`src/design/bvs_pkg.sv`:
```
// package: constants and carrier types of the bitplane video sequencer
package bvs_pkg;
	localparam int PIX_W = 8; // intensity width, red channel only
	localparam int FRAME_PIX = 16; // pixels per frame bank
	localparam int MAX_PLANES = 8; // most planes per frame
	localparam int HS_W = 4; // pixels per high speed beat
	localparam int LOAD_BEATS = FRAME_PIX / HS_W; // beats per plane load
	localparam int LANE_W = 6; // bits per serial lane
	localparam int LINK_W = 24; // parallel and serial pixel width
	localparam int RED_LANES = 2; // logical lanes holding red bits
	localparam int PMAP_W = 5; // parallel bit selector width
	localparam int TBL_BYTES = 41; // sequence table size in bytes
	localparam int TBL_PLANE_OFF = 1; // first plane entry byte
	localparam int TBL_ENTRY = 3; // bytes per plane entry
	localparam int TBL_SPLASH_OFF = 25; // splash image bytes
	localparam logic [7:0] FLASH_READ_CMD = 8'h03; // flash read opcode
	localparam logic [23:0] FLASH_TBL_ADDR = 24'h000000; // table address
	localparam int FLASH_HDR_BITS = 32; // opcode plus address
	localparam int FLASH_BITS = FLASH_HDR_BITS + TBL_BYTES * 8;
	localparam int SPI_RISE_PH = 4; // phase where sclk goes high
	localparam int SPI_SAMPLE_PH = 7; // phase where miso is taken
	localparam int CLK_NS = 40; // clock period
	localparam int RESET_NS = 200; // least mirror reset pulse time
	localparam int RESET_CYC = (RESET_NS + CLK_NS - 1) / CLK_NS;
	localparam logic [7:0] LS_CMD_RESET = 8'hA0; // reset command, plane in low bits
	localparam logic [7:0] LFSR_SEED = 8'h01; // dither generator seed
	localparam int FIFO_DEPTH = 4; // capture buffer depth
	// video sources
	typedef enum logic [1:0] {SRC_PAR, SRC_SER, SRC_TEST, SRC_SPLASH} bvs_src_type;
	// sequencer states
	typedef enum logic [2:0] {SQ_BOOT, SQ_IDLE, SQ_LOAD, SQ_RESET, SQ_SHOW} bvs_seq_type;
	// link pins as one bundle
	typedef struct packed {
		logic pclk;
		logic de;
		logic vsync;
		logic [LINK_W-1:0] par;
		logic [LINK_W-1:0] ser;
	} bvs_link_type;
	// pixel word through the buffer
	typedef struct packed {
		logic sof;
		logic [PIX_W-1:0] red;
	} bvs_pix_type;
	// static configuration
	typedef struct packed {
		logic gamma_en;
		logic dither_en;
		logic scale2x;
		logic bin_mode;
		bvs_src_type src;
	} bvs_cfg_type;
endpackage

```
`src/design/bvs_sequencer.sv`:
```
// capture buffer and bitplane sequencer of the micromirror video path
//
// Operation
// - only the 8-bit red component drives intensity
// - parallel input routes any bit to red
// - serial input remaps whole lanes only
// - mux external, test pattern, splash into processing
// - gamma, dither, scale, then format planes
// - data on high and low speed ports, illumination synced
// - one frame latency from input to display
// - sequence table read from flash, used every frame
// - table sets plane count, weights and timing
// - table sets illumination aligned with mirror changes
// - frame split into binary planes sent sequentially
// - constant illumination, weight set by time
// - binary weights double per plane
// - each lower plane shown half as long
// - controller generates the mirror reset waveform
// - reset waveform after each plane load
`timescale 1ns/1ps

// small synchronous fifo, depth a power of two
module bvs_fifo #(
	parameter int WIDTH = 9,
	parameter int DEPTH = 4
) (
	input logic clk_i,
	input logic rst_i,
	input logic in_valid_i,
	output logic in_ready_o,
	input logic [WIDTH-1:0] in_data_i,
	output logic out_valid_o,
	input logic out_ready_i,
	output logic [WIDTH-1:0] out_data_o
);
	localparam int AW = $clog2(DEPTH);
	localparam logic [AW:0] FULL = (AW+1)'(DEPTH); // count when full
	// whole fifo state
	typedef struct packed {
		logic [DEPTH-1:0][WIDTH-1:0] mem;
		logic [AW-1:0] rd;
		logic [AW-1:0] wr;
		logic [AW:0] cnt;
	} bvs_fifo_st_type;
	bvs_fifo_st_type st_r;
	bvs_fifo_st_type st_nxt;
	logic push; // accepted write
	logic pop; // accepted read

	// honest full and empty flags
	assign in_ready_o = (st_r.cnt != FULL);
	assign out_valid_o = (st_r.cnt != '0);
	assign out_data_o = st_r.mem[st_r.rd];
	assign push = in_valid_i & in_ready_o;
	assign pop = out_valid_o & out_ready_i;

	// next state
	always_comb begin
		st_nxt = st_r;
		if (push) begin
			st_nxt.mem[st_r.wr] = in_data_i;
			st_nxt.wr = st_r.wr + 1'b1;
		end
		if (pop) begin
			st_nxt.rd = st_r.rd + 1'b1;
		end
		st_nxt.cnt = st_r.cnt + {{AW{1'b0}}, push} - {{AW{1'b0}}, pop};
	end

	// state register
	always_ff @(posedge clk_i) begin
		if (rst_i) begin
			st_r <= '0;
		end else begin
			st_r <= st_nxt;
		end
	end
endmodule

// top: capture, processing, frame banks, flash table and sequencer
module bvs_sequencer (
	input logic clk_i,
	input logic rst_i,
	input logic link_pclk_i,
	input logic link_de_i,
	input logic link_vsync_i,
	input logic [23:0] par_data_i,
	input logic [23:0] ser_lanes_i,
	input logic [39:0] par_map_i,
	input logic [7:0] lane_map_i,
	input bvs_pkg::bvs_cfg_type cfg_i,
	input logic spi_miso_i,
	output logic spi_cs_n_o,
	output logic spi_sclk_o,
	output logic spi_mosi_o,
	output logic [3:0] hs_data_o,
	output logic hs_valid_o,
	output logic [7:0] ls_cmd_o,
	output logic ls_valid_o,
	output logic mirror_reset_o,
	output logic illum_o,
	output logic [2:0] plane_o,
	output logic table_ready_o,
	output logic fifo_ovf_o
);
	// whole block state
	typedef struct packed {
		bvs_pkg::bvs_link_type s1; // first sync stage
		bvs_pkg::bvs_link_type s2; // second sync stage
		logic miso1;
		logic miso2;
		logic pclk_d; // for pixel clock edge
		logic vs_d; // for frame start edge
		logic first; // next pixel opens a frame
		logic [3:0] cap_idx; // generated source pixel index
		logic wbank; // bank being written
		logic pend; // new frame waiting for sequencer
		logic p_busy; // processing holds a pixel
		logic p_second; // duplicate write pending
		logic [7:0] p_val; // processed intensity
		logic [3:0] w_idx; // frame bank write index
		logic [1:0][15:0][7:0] fb; // two frame banks
		logic [7:0] lfsr; // dither noise
		logic [8:0] fl_cnt; // flash bit counter
		logic [2:0] fl_ph; // spi bit phase
		logic [7:0] fl_sh; // flash byte shifter
		logic fl_done;
		logic [40:0][7:0] tbl; // sequence table and splash
		logic cs_n;
		logic sclk;
		logic mosi;
		bvs_pkg::bvs_seq_type st;
		logic [2:0] plane;
		logic [1:0] beat; // load beat within a plane
		logic [15:0] tmr; // reset and display timer
		logic [3:0] hs_data;
		logic hs_valid;
		logic [7:0] ls_cmd;
		logic ls_valid;
		logic mreset;
		logic illum;
		logic ovf;
	} bvs_state_type;
	bvs_state_type st_r;
	bvs_state_type st_nxt;

	bvs_pkg::bvs_link_type link_in; // raw link pins
	logic [7:0] par_red; // parallel port after bit mux
	logic [1:0][5:0] lane_w; // remapped logical lanes
	logic [7:0] ser_red; // red from serial lanes
	bvs_pkg::bvs_pix_type cap_pix; // word pushed to fifo
	bvs_pkg::bvs_pix_type proc_pix; // word popped from fifo
	logic push; // pixel taken from link
	logic fifo_in_ready;
	logic fifo_out_valid;
	logic [3:0] nplanes; // planes per frame
	logic [15:0] dur0_w; // base display time
	logic [2:0] bitsel; // pixel bit for current plane
	logic exp_bit; // first pixel bit of current beat
	localparam logic [31:0] FLASH_HDR = {bvs_pkg::FLASH_READ_CMD, bvs_pkg::FLASH_TBL_ADDR}; // header, msb first

	assign link_in = {link_pclk_i, link_de_i, link_vsync_i, par_data_i, ser_lanes_i};

	// parallel bit mux: any input bit onto any red bit
	for (genvar b = 0; b < 8; b++) begin : g_pmux
		logic [4:0] sel;
		assign sel = par_map_i[b*bvs_pkg::PMAP_W +: bvs_pkg::PMAP_W];
		assign par_red[b] = (sel < 5'd24) ? st_r.s2.par[sel] : 1'b0;
	end

	// serial lane remap: whole lanes only, fixed bit order inside
	for (genvar l = 0; l < bvs_pkg::RED_LANES; l++) begin : g_lane
		assign lane_w[l] = st_r.s2.ser[lane_map_i[l*2 +: 2]*bvs_pkg::LANE_W +: bvs_pkg::LANE_W];
	end
	assign ser_red = {lane_w[1][1:0], lane_w[0][5:0]};

	// plane count clamped to 1..8, base time and bit selection
	assign nplanes = (st_r.tbl[0][3:0] == 4'h0) ? 4'h1 :
		(st_r.tbl[0][3:0] > 4'h8) ? 4'h8 : st_r.tbl[0][3:0];
	assign dur0_w = {st_r.tbl[bvs_pkg::TBL_PLANE_OFF], st_r.tbl[bvs_pkg::TBL_PLANE_OFF+1]};
	assign bitsel = 3'(4'(st_r.plane) + 4'h8 - nplanes);
	assign exp_bit = st_r.fb[~st_r.wbank][{st_r.beat, 2'b00}][bitsel];

	// capture buffer between link and processing
	bvs_fifo #(
		.WIDTH($bits(bvs_pkg::bvs_pix_type)),
		.DEPTH(bvs_pkg::FIFO_DEPTH)
	) u_fifo (
		.clk_i(clk_i),
		.rst_i(rst_i),
		.in_valid_i(push),
		.in_ready_o(fifo_in_ready),
		.in_data_i(cap_pix),
		.out_valid_o(fifo_out_valid),
		.out_ready_i(~st_r.p_busy),
		.out_data_o(proc_pix)
	);

	// all next-state logic
	always_comb begin
		logic pclk_rise;
		logic vs_rise;
		logic [15:0] sq;
		logic [7:0] g;
		logic [8:0] sum;
		logic [5:0] bidx;
		logic [5:0] pe;
		logic [15:0] dur;
		logic [7:0] mask;
		pclk_rise = 1'b0;
		vs_rise = 1'b0;
		sq = '0;
		g = '0;
		sum = '0;
		bidx = '0;
		pe = '0;
		dur = '0;
		mask = '0;
		st_nxt = st_r;
		// two-stage synchronisers for link and flash input
		st_nxt.s1 = link_in;
		st_nxt.s2 = st_r.s1;
		st_nxt.miso1 = spi_miso_i;
		st_nxt.miso2 = st_r.miso1;
		st_nxt.pclk_d = st_r.s2.pclk;
		st_nxt.vs_d = st_r.s2.vsync;
		pclk_rise = st_r.s2.pclk & ~st_r.pclk_d;
		vs_rise = st_r.s2.vsync & ~st_r.vs_d;
		st_nxt.lfsr = {st_r.lfsr[6:0], st_r.lfsr[7] ^ st_r.lfsr[5] ^ st_r.lfsr[4] ^ st_r.lfsr[3]};

		// source mux, blue and green never reach the path
		cap_pix.sof = st_r.first;
		case (cfg_i.src)
			bvs_pkg::SRC_PAR: cap_pix.red = par_red;
			bvs_pkg::SRC_SER: cap_pix.red = ser_red;
			bvs_pkg::SRC_TEST: cap_pix.red = {st_r.cap_idx, st_r.cap_idx}; // ramp
			bvs_pkg::SRC_SPLASH: cap_pix.red = st_r.tbl[6'(bvs_pkg::TBL_SPLASH_OFF) + {2'b00, st_r.cap_idx}];
			default: cap_pix.red = '0;
		endcase
		push = pclk_rise & st_r.s2.de;
		if (push) begin
			st_nxt.cap_idx = st_r.cap_idx + 4'h1;
			st_nxt.first = 1'b0;
			if (!fifo_in_ready) begin
				st_nxt.ovf = 1'b1; // link cannot stall: report loss
			end
		end
		// frame boundary: swap banks so display lags input one frame
		if (vs_rise) begin
			st_nxt.cap_idx = '0;
			st_nxt.first = 1'b1;
			st_nxt.wbank = ~st_r.wbank;
			st_nxt.pend = st_r.fl_done;
		end

		// processing: gamma, dither to plane depth, optional 2x width
		mask = 8'hFF >> nplanes;
		if (!st_r.p_busy && fifo_out_valid) begin
			sq = 16'(proc_pix.red) * 16'(proc_pix.red);
			g = cfg_i.gamma_en ? sq[15:8] : proc_pix.red;
			sum = {1'b0, g} + {1'b0, st_r.lfsr & mask};
			st_nxt.p_val = !cfg_i.dither_en ? g : (sum[8] ? 8'hFF : sum[7:0]);
			st_nxt.p_busy = 1'b1;
			st_nxt.p_second = 1'b0;
			if (proc_pix.sof) begin
				st_nxt.w_idx = '0;
			end
		end else if (st_r.p_busy) begin
			st_nxt.fb[st_r.wbank][st_r.w_idx] = st_r.p_val;
			st_nxt.w_idx = st_r.w_idx + 4'h1;
			if (cfg_i.scale2x && !st_r.p_second) begin
				st_nxt.p_second = 1'b1; // stall fifo for duplicate
			end else begin
				st_nxt.p_busy = 1'b0;
			end
		end

		// flash reader: opcode and address out, table bytes in
		if (!st_r.fl_done) begin
			st_nxt.cs_n = 1'b0;
			st_nxt.fl_ph = st_r.fl_ph + 3'h1;
			st_nxt.sclk = (st_nxt.fl_ph >= 3'(bvs_pkg::SPI_RISE_PH));
			if (st_r.fl_ph == 3'h0) begin
				st_nxt.mosi = (st_r.fl_cnt < 9'(bvs_pkg::FLASH_HDR_BITS)) ?
					FLASH_HDR[5'(31 - st_r.fl_cnt)] : 1'b0;
			end
			if (st_r.fl_ph == 3'(bvs_pkg::SPI_SAMPLE_PH)) begin
				st_nxt.fl_cnt = st_r.fl_cnt + 9'h1;
				if (st_r.fl_cnt >= 9'(bvs_pkg::FLASH_HDR_BITS)) begin
					st_nxt.fl_sh = {st_r.fl_sh[6:0], st_r.miso2};
					bidx = 6'((st_r.fl_cnt - 9'(bvs_pkg::FLASH_HDR_BITS)) >> 3);
					if (st_r.fl_cnt[2:0] == 3'h7) begin
						st_nxt.tbl[bidx] = {st_r.fl_sh[6:0], st_r.miso2};
					end
				end
				if (st_r.fl_cnt == 9'(bvs_pkg::FLASH_BITS - 1)) begin
					st_nxt.fl_done = 1'b1;
					st_nxt.cs_n = 1'b1;
					st_nxt.sclk = 1'b0;
					st_nxt.mosi = 1'b0;
				end
			end
		end

		// sequencer: load plane, reset mirrors, show for its time
		pe = 6'(bvs_pkg::TBL_PLANE_OFF) + 6'(st_r.plane) * 6'(bvs_pkg::TBL_ENTRY);
		dur = cfg_i.bin_mode ? (dur0_w << st_r.plane) : {st_r.tbl[pe], st_r.tbl[pe+6'h1]};
		st_nxt.hs_valid = 1'b0;
		st_nxt.ls_valid = 1'b0;
		case (st_r.st)
			bvs_pkg::SQ_BOOT: begin
				if (st_r.fl_done) begin
					st_nxt.st = bvs_pkg::SQ_IDLE;
				end
			end
			bvs_pkg::SQ_IDLE: begin
				st_nxt.illum = 1'b0;
			end
			bvs_pkg::SQ_LOAD: begin
				// one bit of each pixel, sent four pixels a beat
				for (int k = 0; k < bvs_pkg::HS_W; k++) begin
					st_nxt.hs_data[k] = st_r.fb[~st_r.wbank][{st_r.beat, 2'(k)}][bitsel];
				end
				st_nxt.hs_valid = 1'b1;
				st_nxt.beat = st_r.beat + 2'h1;
				if (st_r.beat == 2'(bvs_pkg::LOAD_BEATS - 1)) begin
					st_nxt.st = bvs_pkg::SQ_RESET;
					st_nxt.tmr = 16'(bvs_pkg::RESET_CYC);
				end
			end
			bvs_pkg::SQ_RESET: begin
				if (!st_r.mreset) begin
					// last beat is out: reset fires the cycle after, never during a load
					st_nxt.ls_cmd = bvs_pkg::LS_CMD_RESET | {5'h00, st_r.plane};
					st_nxt.ls_valid = 1'b1;
					st_nxt.mreset = 1'b1;
				end else begin
					st_nxt.tmr = st_r.tmr - 16'h1;
					if (st_r.tmr <= 16'h1) begin
						st_nxt.mreset = 1'b0;
						st_nxt.st = bvs_pkg::SQ_SHOW;
						st_nxt.tmr = dur;
						st_nxt.illum = st_r.tbl[pe+6'h2][0];
					end
				end
			end
			bvs_pkg::SQ_SHOW: begin
				st_nxt.tmr = st_r.tmr - 16'h1;
				if (st_r.tmr <= 16'h1) begin
					st_nxt.illum = 1'b0;
					st_nxt.beat = '0;
					if (4'(st_r.plane) + 4'h1 < nplanes) begin
						st_nxt.plane = st_r.plane + 3'h1;
						st_nxt.st = bvs_pkg::SQ_LOAD;
					end else begin
						st_nxt.st = bvs_pkg::SQ_IDLE;
					end
				end
			end
			default: st_nxt.st = bvs_pkg::SQ_BOOT;
		endcase
		// new frame taken when idle or during a plane's show time, never mid load or reset
		if (st_r.pend && (st_r.st == bvs_pkg::SQ_IDLE || st_r.st == bvs_pkg::SQ_SHOW)) begin
			st_nxt.pend = vs_rise & st_r.fl_done;
			st_nxt.st = bvs_pkg::SQ_LOAD;
			st_nxt.plane = '0;
			st_nxt.beat = '0;
			st_nxt.illum = 1'b0;
		end
	end

	// state register
	always_ff @(posedge clk_i) begin
		if (rst_i) begin
			st_r <= '0;
			st_r.cs_n <= 1'b1;
			st_r.first <= 1'b1;
			st_r.lfsr <= bvs_pkg::LFSR_SEED;
			st_r.st <= bvs_pkg::SQ_BOOT;
		end else begin
			st_r <= st_nxt;
		end
	end

	// outputs straight from state
	assign spi_cs_n_o = st_r.cs_n;
	assign spi_sclk_o = st_r.sclk;
	assign spi_mosi_o = st_r.mosi;
	assign hs_data_o = st_r.hs_data;
	assign hs_valid_o = st_r.hs_valid;
	assign ls_cmd_o = st_r.ls_cmd;
	assign ls_valid_o = st_r.ls_valid;
	assign mirror_reset_o = st_r.mreset;
	assign illum_o = st_r.illum;
	assign plane_o = st_r.plane;
	assign table_ready_o = st_r.fl_done;
	assign fifo_ovf_o = st_r.ovf;
endmodule

```
`config.mk`:
```
export PLATFORM = sky130hd
export DESIGN_NAME = bvs_sequencer
export DESIGN_NICKNAME = d
export VERILOG_FILES = /design/src/design/bvs_pkg.sv /design/src/design/bvs_sequencer.sv
export SDC_FILE = /design/constraint.sdc
export NUM_CORES = 2
export LEC_CHECK = 0
export ABC_CLOCK_PERIOD_IN_PS = 20000
export BUFFER_PORTS_ARGS = -buffer_cell sky130_fd_sc_hd__buf_2
export CAP_MARGIN = 20
export CORE_ASPECT_RATIO = 2
export CORE_MARGIN = 5
export CORE_UTILIZATION = 25
export DETAILED_ROUTE_END_ITERATION = 8
export GPL_TIMING_DRIVEN = 0
export SYNTH_ARGS = -nofsm -noshare
export SYNTH_HDL_FRONTEND = slang
export SYNTH_SLANG_ARGS = --single-unit
```
`constraint.sdc`:
```
create_clock -name clk_i -period 20 [get_ports clk_i]
set_input_delay 2 -clock clk_i [delete_from_list [all_inputs] [get_ports clk_i]]
set_output_delay 2 -clock clk_i [all_outputs]
set_load 0.02 [all_outputs]
```
**Word level (Yosys, flattened, before mapping)**

Memory sizes are Yosys's and may differ from the RTL's.
Index checks and enable logic that the tools add are counted.

- ROM bits: 32
- Flip-flop bits (word level): 823
- Memories kept: 1
- Output and inout port bits: 24
- Input bits: 108
- Word-level logic and storage cells: 386

Memory list:

| name | depth | width | rd ports | clocked after Yosys merged registers in | wr ports | line | RTL |
|---|---|---|---|---|---|---|---|
| (name not given) | 32 | 1 | 1 | 0 | 0 | bvs_sequencer.sv:285 | `FLASH_HDR[5'(31 - st_r.fl_cnt)] : 1'b0;` |

- Reduce and logical (&&, ||, !) cells: 38
- Muxes and demuxes: 110
- Shifts and indexed selects: 4
- $lt $le $gt $ge: 42
- $mul: 4
- $add $sub $neg: 21
- Equality and inequality tests: 24
- Bitwise operators: 20

Operator list:

| cell | count |
|---|---|
| two-way mux 332 bit | 2 |
| two-way mux 328 bit | 2 |
| two-way mux 128 bit | 3 |
| bitwise mux 328 bit | 1 |
| two-way mux 260 bit | 1 |
| bitwise mux 256 bit | 1 |
| binary-select mux 8 bit (select 6 bit) | 4 |
| demux 128 bit (select 1 bit) | 1 |
| two-way mux 8 bit | 13 |
| binary-select mux 8 bit (select 2 bit) | 4 |
| two-way mux 16 bit | 4 |
| less-than comparator 5 x 6 -> 1 bit (second input constant) | 9 |
| demux 8 bit (select 6 bit) | 1 |
| case mux 16 bit (3 select lines) | 1 |
| binary-select mux 1 bit (select 5 bit) | 8 |
| less-than comparator 5 bit (second input constant) | 8 |
| bitwise mux 36 bit | 1 |
| less-than comparator 6 x 7 -> 1 bit (second input constant) | 5 |
| two-way mux 1 bit | 34 |
| demux 8 bit (select 4 bit) | 1 |
| case mux 8 bit (4 select lines) | 1 |
| less-than comparator 4 x 5 -> 1 bit (second input constant) | 5 |
| indexed part select 24 x 6 -> 2 bit | 1 |
| indexed part select 24 x 6 -> 6 bit | 1 |
| 72 further kinds | 151 |

**Longest topological paths before layout**

- Depth after elaboration: 10
- Mapped depth: 27
- Depth with buffers taken out: 27

**Modules after synthesis**

Synthesis repeated with hierarchy kept, for this count alone.

- Cells, all modules: 4286
- Area total of the unflattened synthesis: 42963.7 um2

Modules (own cells, without submodules):

| module | area an instance (um2) | cells an instance | sequential area each (um2) | instances |
|---|---|---|---|---|
| bvs_sequencer | 40903.0 | 4104 | 15595.0 | 1 |
| bvs_fifo | 2060.7 | 182 | 860.8 | 1 |

**Worst setup path before layout**

OpenSTA, ideal clock, no wires.

- Kind: reg-to-reg
- Start point: register u_fifo.st_r[5] (netlist bit)
- End point: register st_r[665] (netlist bit)
- Setup time: 0.114 ns
- Period minus slack after synthesis: 6.799 ns
- Arrival: 6.685 ns
- Buffers on the path: 2
- Path slack: 13.201 ns
- Stages on the path, launching flop included: 27
- Data required time: 19.886 ns
- Path through: dfxtp_1 > buf_2 > mux4_2 > clkbuf_1 > and2_1 > ha_1 > a31o_2 > fa_1 > inv_1 > fa_1 > fa_1 > inv_1 > ha_1 > a21o_1 > a21oi_1 > o21ai_0 > xor2_1 > nand2_1 > o21ai_0 > ha_1 > a21o_1 > a21oi_1 > o21ai_0 > a311o_1 > o221a_2 > a22o_1 > a21o_1

- Longest elaborated chain between the ends: 7

Ends and longest elaborated chain:

| item | line | RTL |
|---|---|---|
| start: declaration | bvs_sequencer.sv:45 | `bvs_fifo_st_type st_r;` |
| start signal: assignment | bvs_sequencer.sv:75 | `st_r <= st_nxt;` |
| binary-select mux 9 bit (select 2 bit) (*) | bvs_sequencer.sv:53 | `assign out_data_o = st_r.mem[st_r.rd];` |
| two-way mux 9 bit (not written as such) (*) | bvs_sequencer.sv:53 |  |
| multiplier 8 x 8 -> 16 bit | bvs_sequencer.sv:259 | `sq = 16'(proc_pix.red) * 16'(proc_pix.red);` |
| two-way mux 8 bit (*) | bvs_sequencer.sv:260 | `g = cfg_i.gamma_en ? sq[15:8] : proc_pix.red;` |
| adder 8 x 8 -> 9 bit | bvs_sequencer.sv:261 | `sum = {1'b0, g} + {1'b0, st_r.lfsr & mask};` |
| two-way mux 8 bit | bvs_sequencer.sv:262 | `st_nxt.p_val = !cfg_i.dither_en ? g : (sum[8] ? 8'hFF : sum[7:0]);` |
| two-way mux 8 bit (*) | bvs_sequencer.sv:262 |  |
| end signal: assignment | bvs_sequencer.sv:381 | `st_r <= st_nxt;` |
| end: declaration | bvs_sequencer.sv:144 | `bvs_state_type st_r;` |

Every way passes the cells marked *; elsewhere a longest branch is shown, timed or not. The select of a mux whose other input is x is not followed.
A chain may end at the register's enable or synchronous reset.

**Worst setup path in the final report**

- Start point: register u_fifo.st_r[6] (netlist bit)
- End point: register st_r[665] (netlist bit)

Same word-level chain as after synthesis.

==> flow_summary.ini <==
[floorplan]
die_w_um = 302.6
row_count = 214
io_pins = 132
dieArea_um2 = 180100
core_um2 = 170000
start_util = 0.2518
die_h_um = 595.2

[global_routing]
grt_pass1_wl_um = 281500
overflow = 0
grt_pass1_vias = 36660
grt_usage = 0.2205
antenna_found_initial = 17
grt_max_degree = 18

[final_layout]
multiInputGateArea_um2 = 24580
drive_gt1_frac = 0.1703
final_area_um2 = 49610
final_core_util = 0.2918
regArea_um2 = 16440
syn2layout_area_growth_pct = 15.88
num-nets-final = 4684
fill_cells = 17780

[detailed_routing]
antenna_left = 0
remaining_drc_errors = 0
wl_per_cell_um = 29.86
drt_first_pass_iters = 6
vias = 35530
drt_iter0_markers = 2508
vias_per_cell = 5.213
detail_route.wirelength_um = 203500

[sta]
rsz0062_at_grt = no
period_minus_slack_ns = 8.165
hold_violations = 0
fmax_ghz = 0.1225
max_slew_margin = 0.1502
report.final.slew_viol_count = 0
finalSetupViolCount = 0
tns_ns = 0
tightestPinTransition_ns = 1.275
period_share = 0.4083
clock_skew_ns = 0.03959

[setup_path]
path_class = register to register
cp_max_fo = 10
r2r_setup_slack_ns = 11.83
crit_arrival_ns = 8.75
crit_slowest_cell = a21oi_1
critPathMaxStageDelay_ns = 0.86
end_kind = register
reg2reg_depth = 25
cp-start-kind = register
cp.required_ns = 20.58

[power_and_ir_drop]
p_per_area_nw_per_um2 = 72.54
peakVddDrop_mv = 0.05526
p_leak_nw = 17.68

[yosys]
synth_cells = 4244
synth-edff-count = 0
yosysWarnings = 0
syn_area_um2 = 42810
yosys.cell_types.count = 76
synthArstFlopShare = 0
ys_seq_area_frac = 0.3840
ys_seq_elements = 821
synth_flop_cell = dfxtp_1
postSynthAreaPerCell_um2 = 10.09

[clock_network]
h-tree-depth = 3
clk_path_buf_depth = 3
clk_pin_slew_ns = 0.07
cts_resized = 0
postCtsHoldBufs = 0
clkLatencyLatePin_ns = 0.68
post_cts.repair.setup_buffers = 0
cts_sinks = 821
cts_tree = yes
cts-root-buf = clkbuf_16
cts_made_buffers = 76

[outcome]
status = completed

[placed_design]
place_area_um2 = 46760
place_congestion = 1.026
place_hpwl_um = 163000
io_buffer_count = 115

[run]
drv_cap = 0

[worst_hold_path]
hold_depth = 1
min-delay-path-class = register to register
[cells by family after synthesis]
family / after synthesis / share of synthesized area
adders and majority gates: 96 / 0.03280
and+or+nand+nor: 1404 / 0.1451
AOI/OAI and AO/OA: 537 / 0.07407
other: 1 / 0.00008760
xor gates and xnor gates: 52 / 0.01082
DFF: 821 / 0.3840
muxes: 897 / 0.3100
buffers and inverters: 436 / 0.04317
[state kept, by name, summed over array words and instances, names as in the netlist]
| name | flops |
|---|---|
| st_nxt | 61 |
| cap_pix | 1 |
| hs_valid_o | 1 |
| table_ready_o | 1 |
| illum_o | 1 |
| ls_valid_o | 1 |
| spi_mosi_o | 1 |
| spi_cs_n_o | 1 |
| st_r | 681 |
| ls_cmd_o | 4 |
| dur0_w | 16 |
| u_fifo.st_r | 43 |
| fifo_ovf_o | 1 |
| mirror_reset_o | 1 |
| plane_o | 3 |
| hs_data_o | 4 |
[per-stage QoR]
step                hold WS, ns  std cells  worst slack (ns)  power (mW)
detailed placement       0.4204       6659             11.90       2.034
CTS                      0.4338       6796             11.87       3.617
finish                   0.4296       6815             11.83       3.598
global route             0.4458       6813             11.32       3.692
global placement         0.4167       6630             12.01       2.029
floorplan                0.4138       4247             13.20       1.886
[placed cells by master, fill, tap and decap left out, types with 12 or more instances in the layout]
cell       instances
and2_1            28
nor2_2            17
o21a_1            23
buf_8             19
xnor2_1           29
mux2i_1          536
buf_6             14
nand4_1           14
clkinv_2          12
nor2_1           604
buf_4             38
nand3_1          146
o21ai_0          125
nand2b_1          13
buf_2            156
a211oi_1          16
inv_1             73
nor3_1            23
dfxtp_1          821
a21oi_1          242
mux2_2            20
buf_1             40
and3_1            12
xor2_1            20
ha_1              69
clkbuf_1         246
fa_1              27
nor2b_1          132
nand2_1          362
a31oi_1           21
clkbuf_16         77
mux4_2           341
[report_power, final]
part           total, mW  switching (mW)  leakage [nW]  internal, mW
combinational      0.324           0.231          9.74        0.0932
sequential          1.68          0.0184          6.64          1.66
clock               1.60           0.727          1.30         0.872
[worst max-delay path: cells and delay by family, from the launching register on]
family | cells | cell delay, ns
simple gates | 3 | 0.51
fa+ha+maj | 6 | 2.52
xor+xnor | 1 | 0.40
compound gates | 12 | 3.59
flops | 1 | 0.39
buf+inv | 3 | 0.62
[cells in the mapped netlist, types with 5 or more instances]
cell	number	share of area
mux2i_1	536	0.13
nor2_1	608	0.053
a311oi_1	5	0.0010
a22oi_1	9	0.0016
o22ai_1	8	0.0012
inv_1	73	0.0064
nor2b_1	133	0.019
buf_2	40	0.0047
nand2b_1	13	0.0019
nor4b_1	5	0.0010
nand2_1	362	0.032
o221ai_1	11	0.0023
buf_1	41	0.0036
nor2_2	13	0.0019
nor4_1	8	0.0012
a21oi_1	242	0.028
ha_1	69	0.020
mux4_2	341	0.18
and3_1	12	0.0018
dfxtp_1	821	0.38
a21o_1	10	0.0018
or2_2	9	0.0013
nand4_1	14	0.0020
xnor2_1	31	0.0063
and2_1	28	0.0041
xor2_1	20	0.0041
a31oi_1	21	0.0031
or3_1	10	0.0015
clkbuf_1	240	0.021
nor3_1	24	0.0028
mux2_2	20	0.0053
fa_1	27	0.013
o211ai_1	11	0.0019
a211oi_1	16	0.0028
o21ai_0	125	0.015
buf_4	35	0.0061
o21a_1	23	0.0040
nand3_1	146	0.017
o2111ai_1	10	0.0020
[final timing paths]
kind / from / to
max: u_fifo.st_r[6] / st_r[665]
min: st_nxt[717] / st_r[717]
max reg2reg: u_fifo.st_r[6] / st_r[665]
min reg2reg: st_nxt[717] / st_r[717]
[metal layers]
layer | share of wire | GRT usage | vias up | wire, um
met5 | 0.00018 | 0 | - | 37
met4 | 0.14 | 0.2382 | 6 | 29060
met3 | 0.047 | 0.03152 | 740 | 9602
met2 | 0.51 | 0.4034 | 1634 | 104700
met1 | 0.30 | 0.1934 | 17540 | 60080
li1 | - | - | 15610 | -
[layout make-up]
class / count / area share
Sequential cell: 821 / 0.3313
Clock inverter: 43 / 0.01165
Tap cell: 2268 / 0.05721
Buffer: 360 / 0.03158
Inverter: 76 / 0.005751
Clock buffer: 94 / 0.04195
Multi-Input combinational cell: 2990 / 0.4956
Timing Repair Buffer: 155 / 0.02452
Antenna cell: 8 / 0.0004036
No activity file was read; power rests on OpenSTA's default activity.
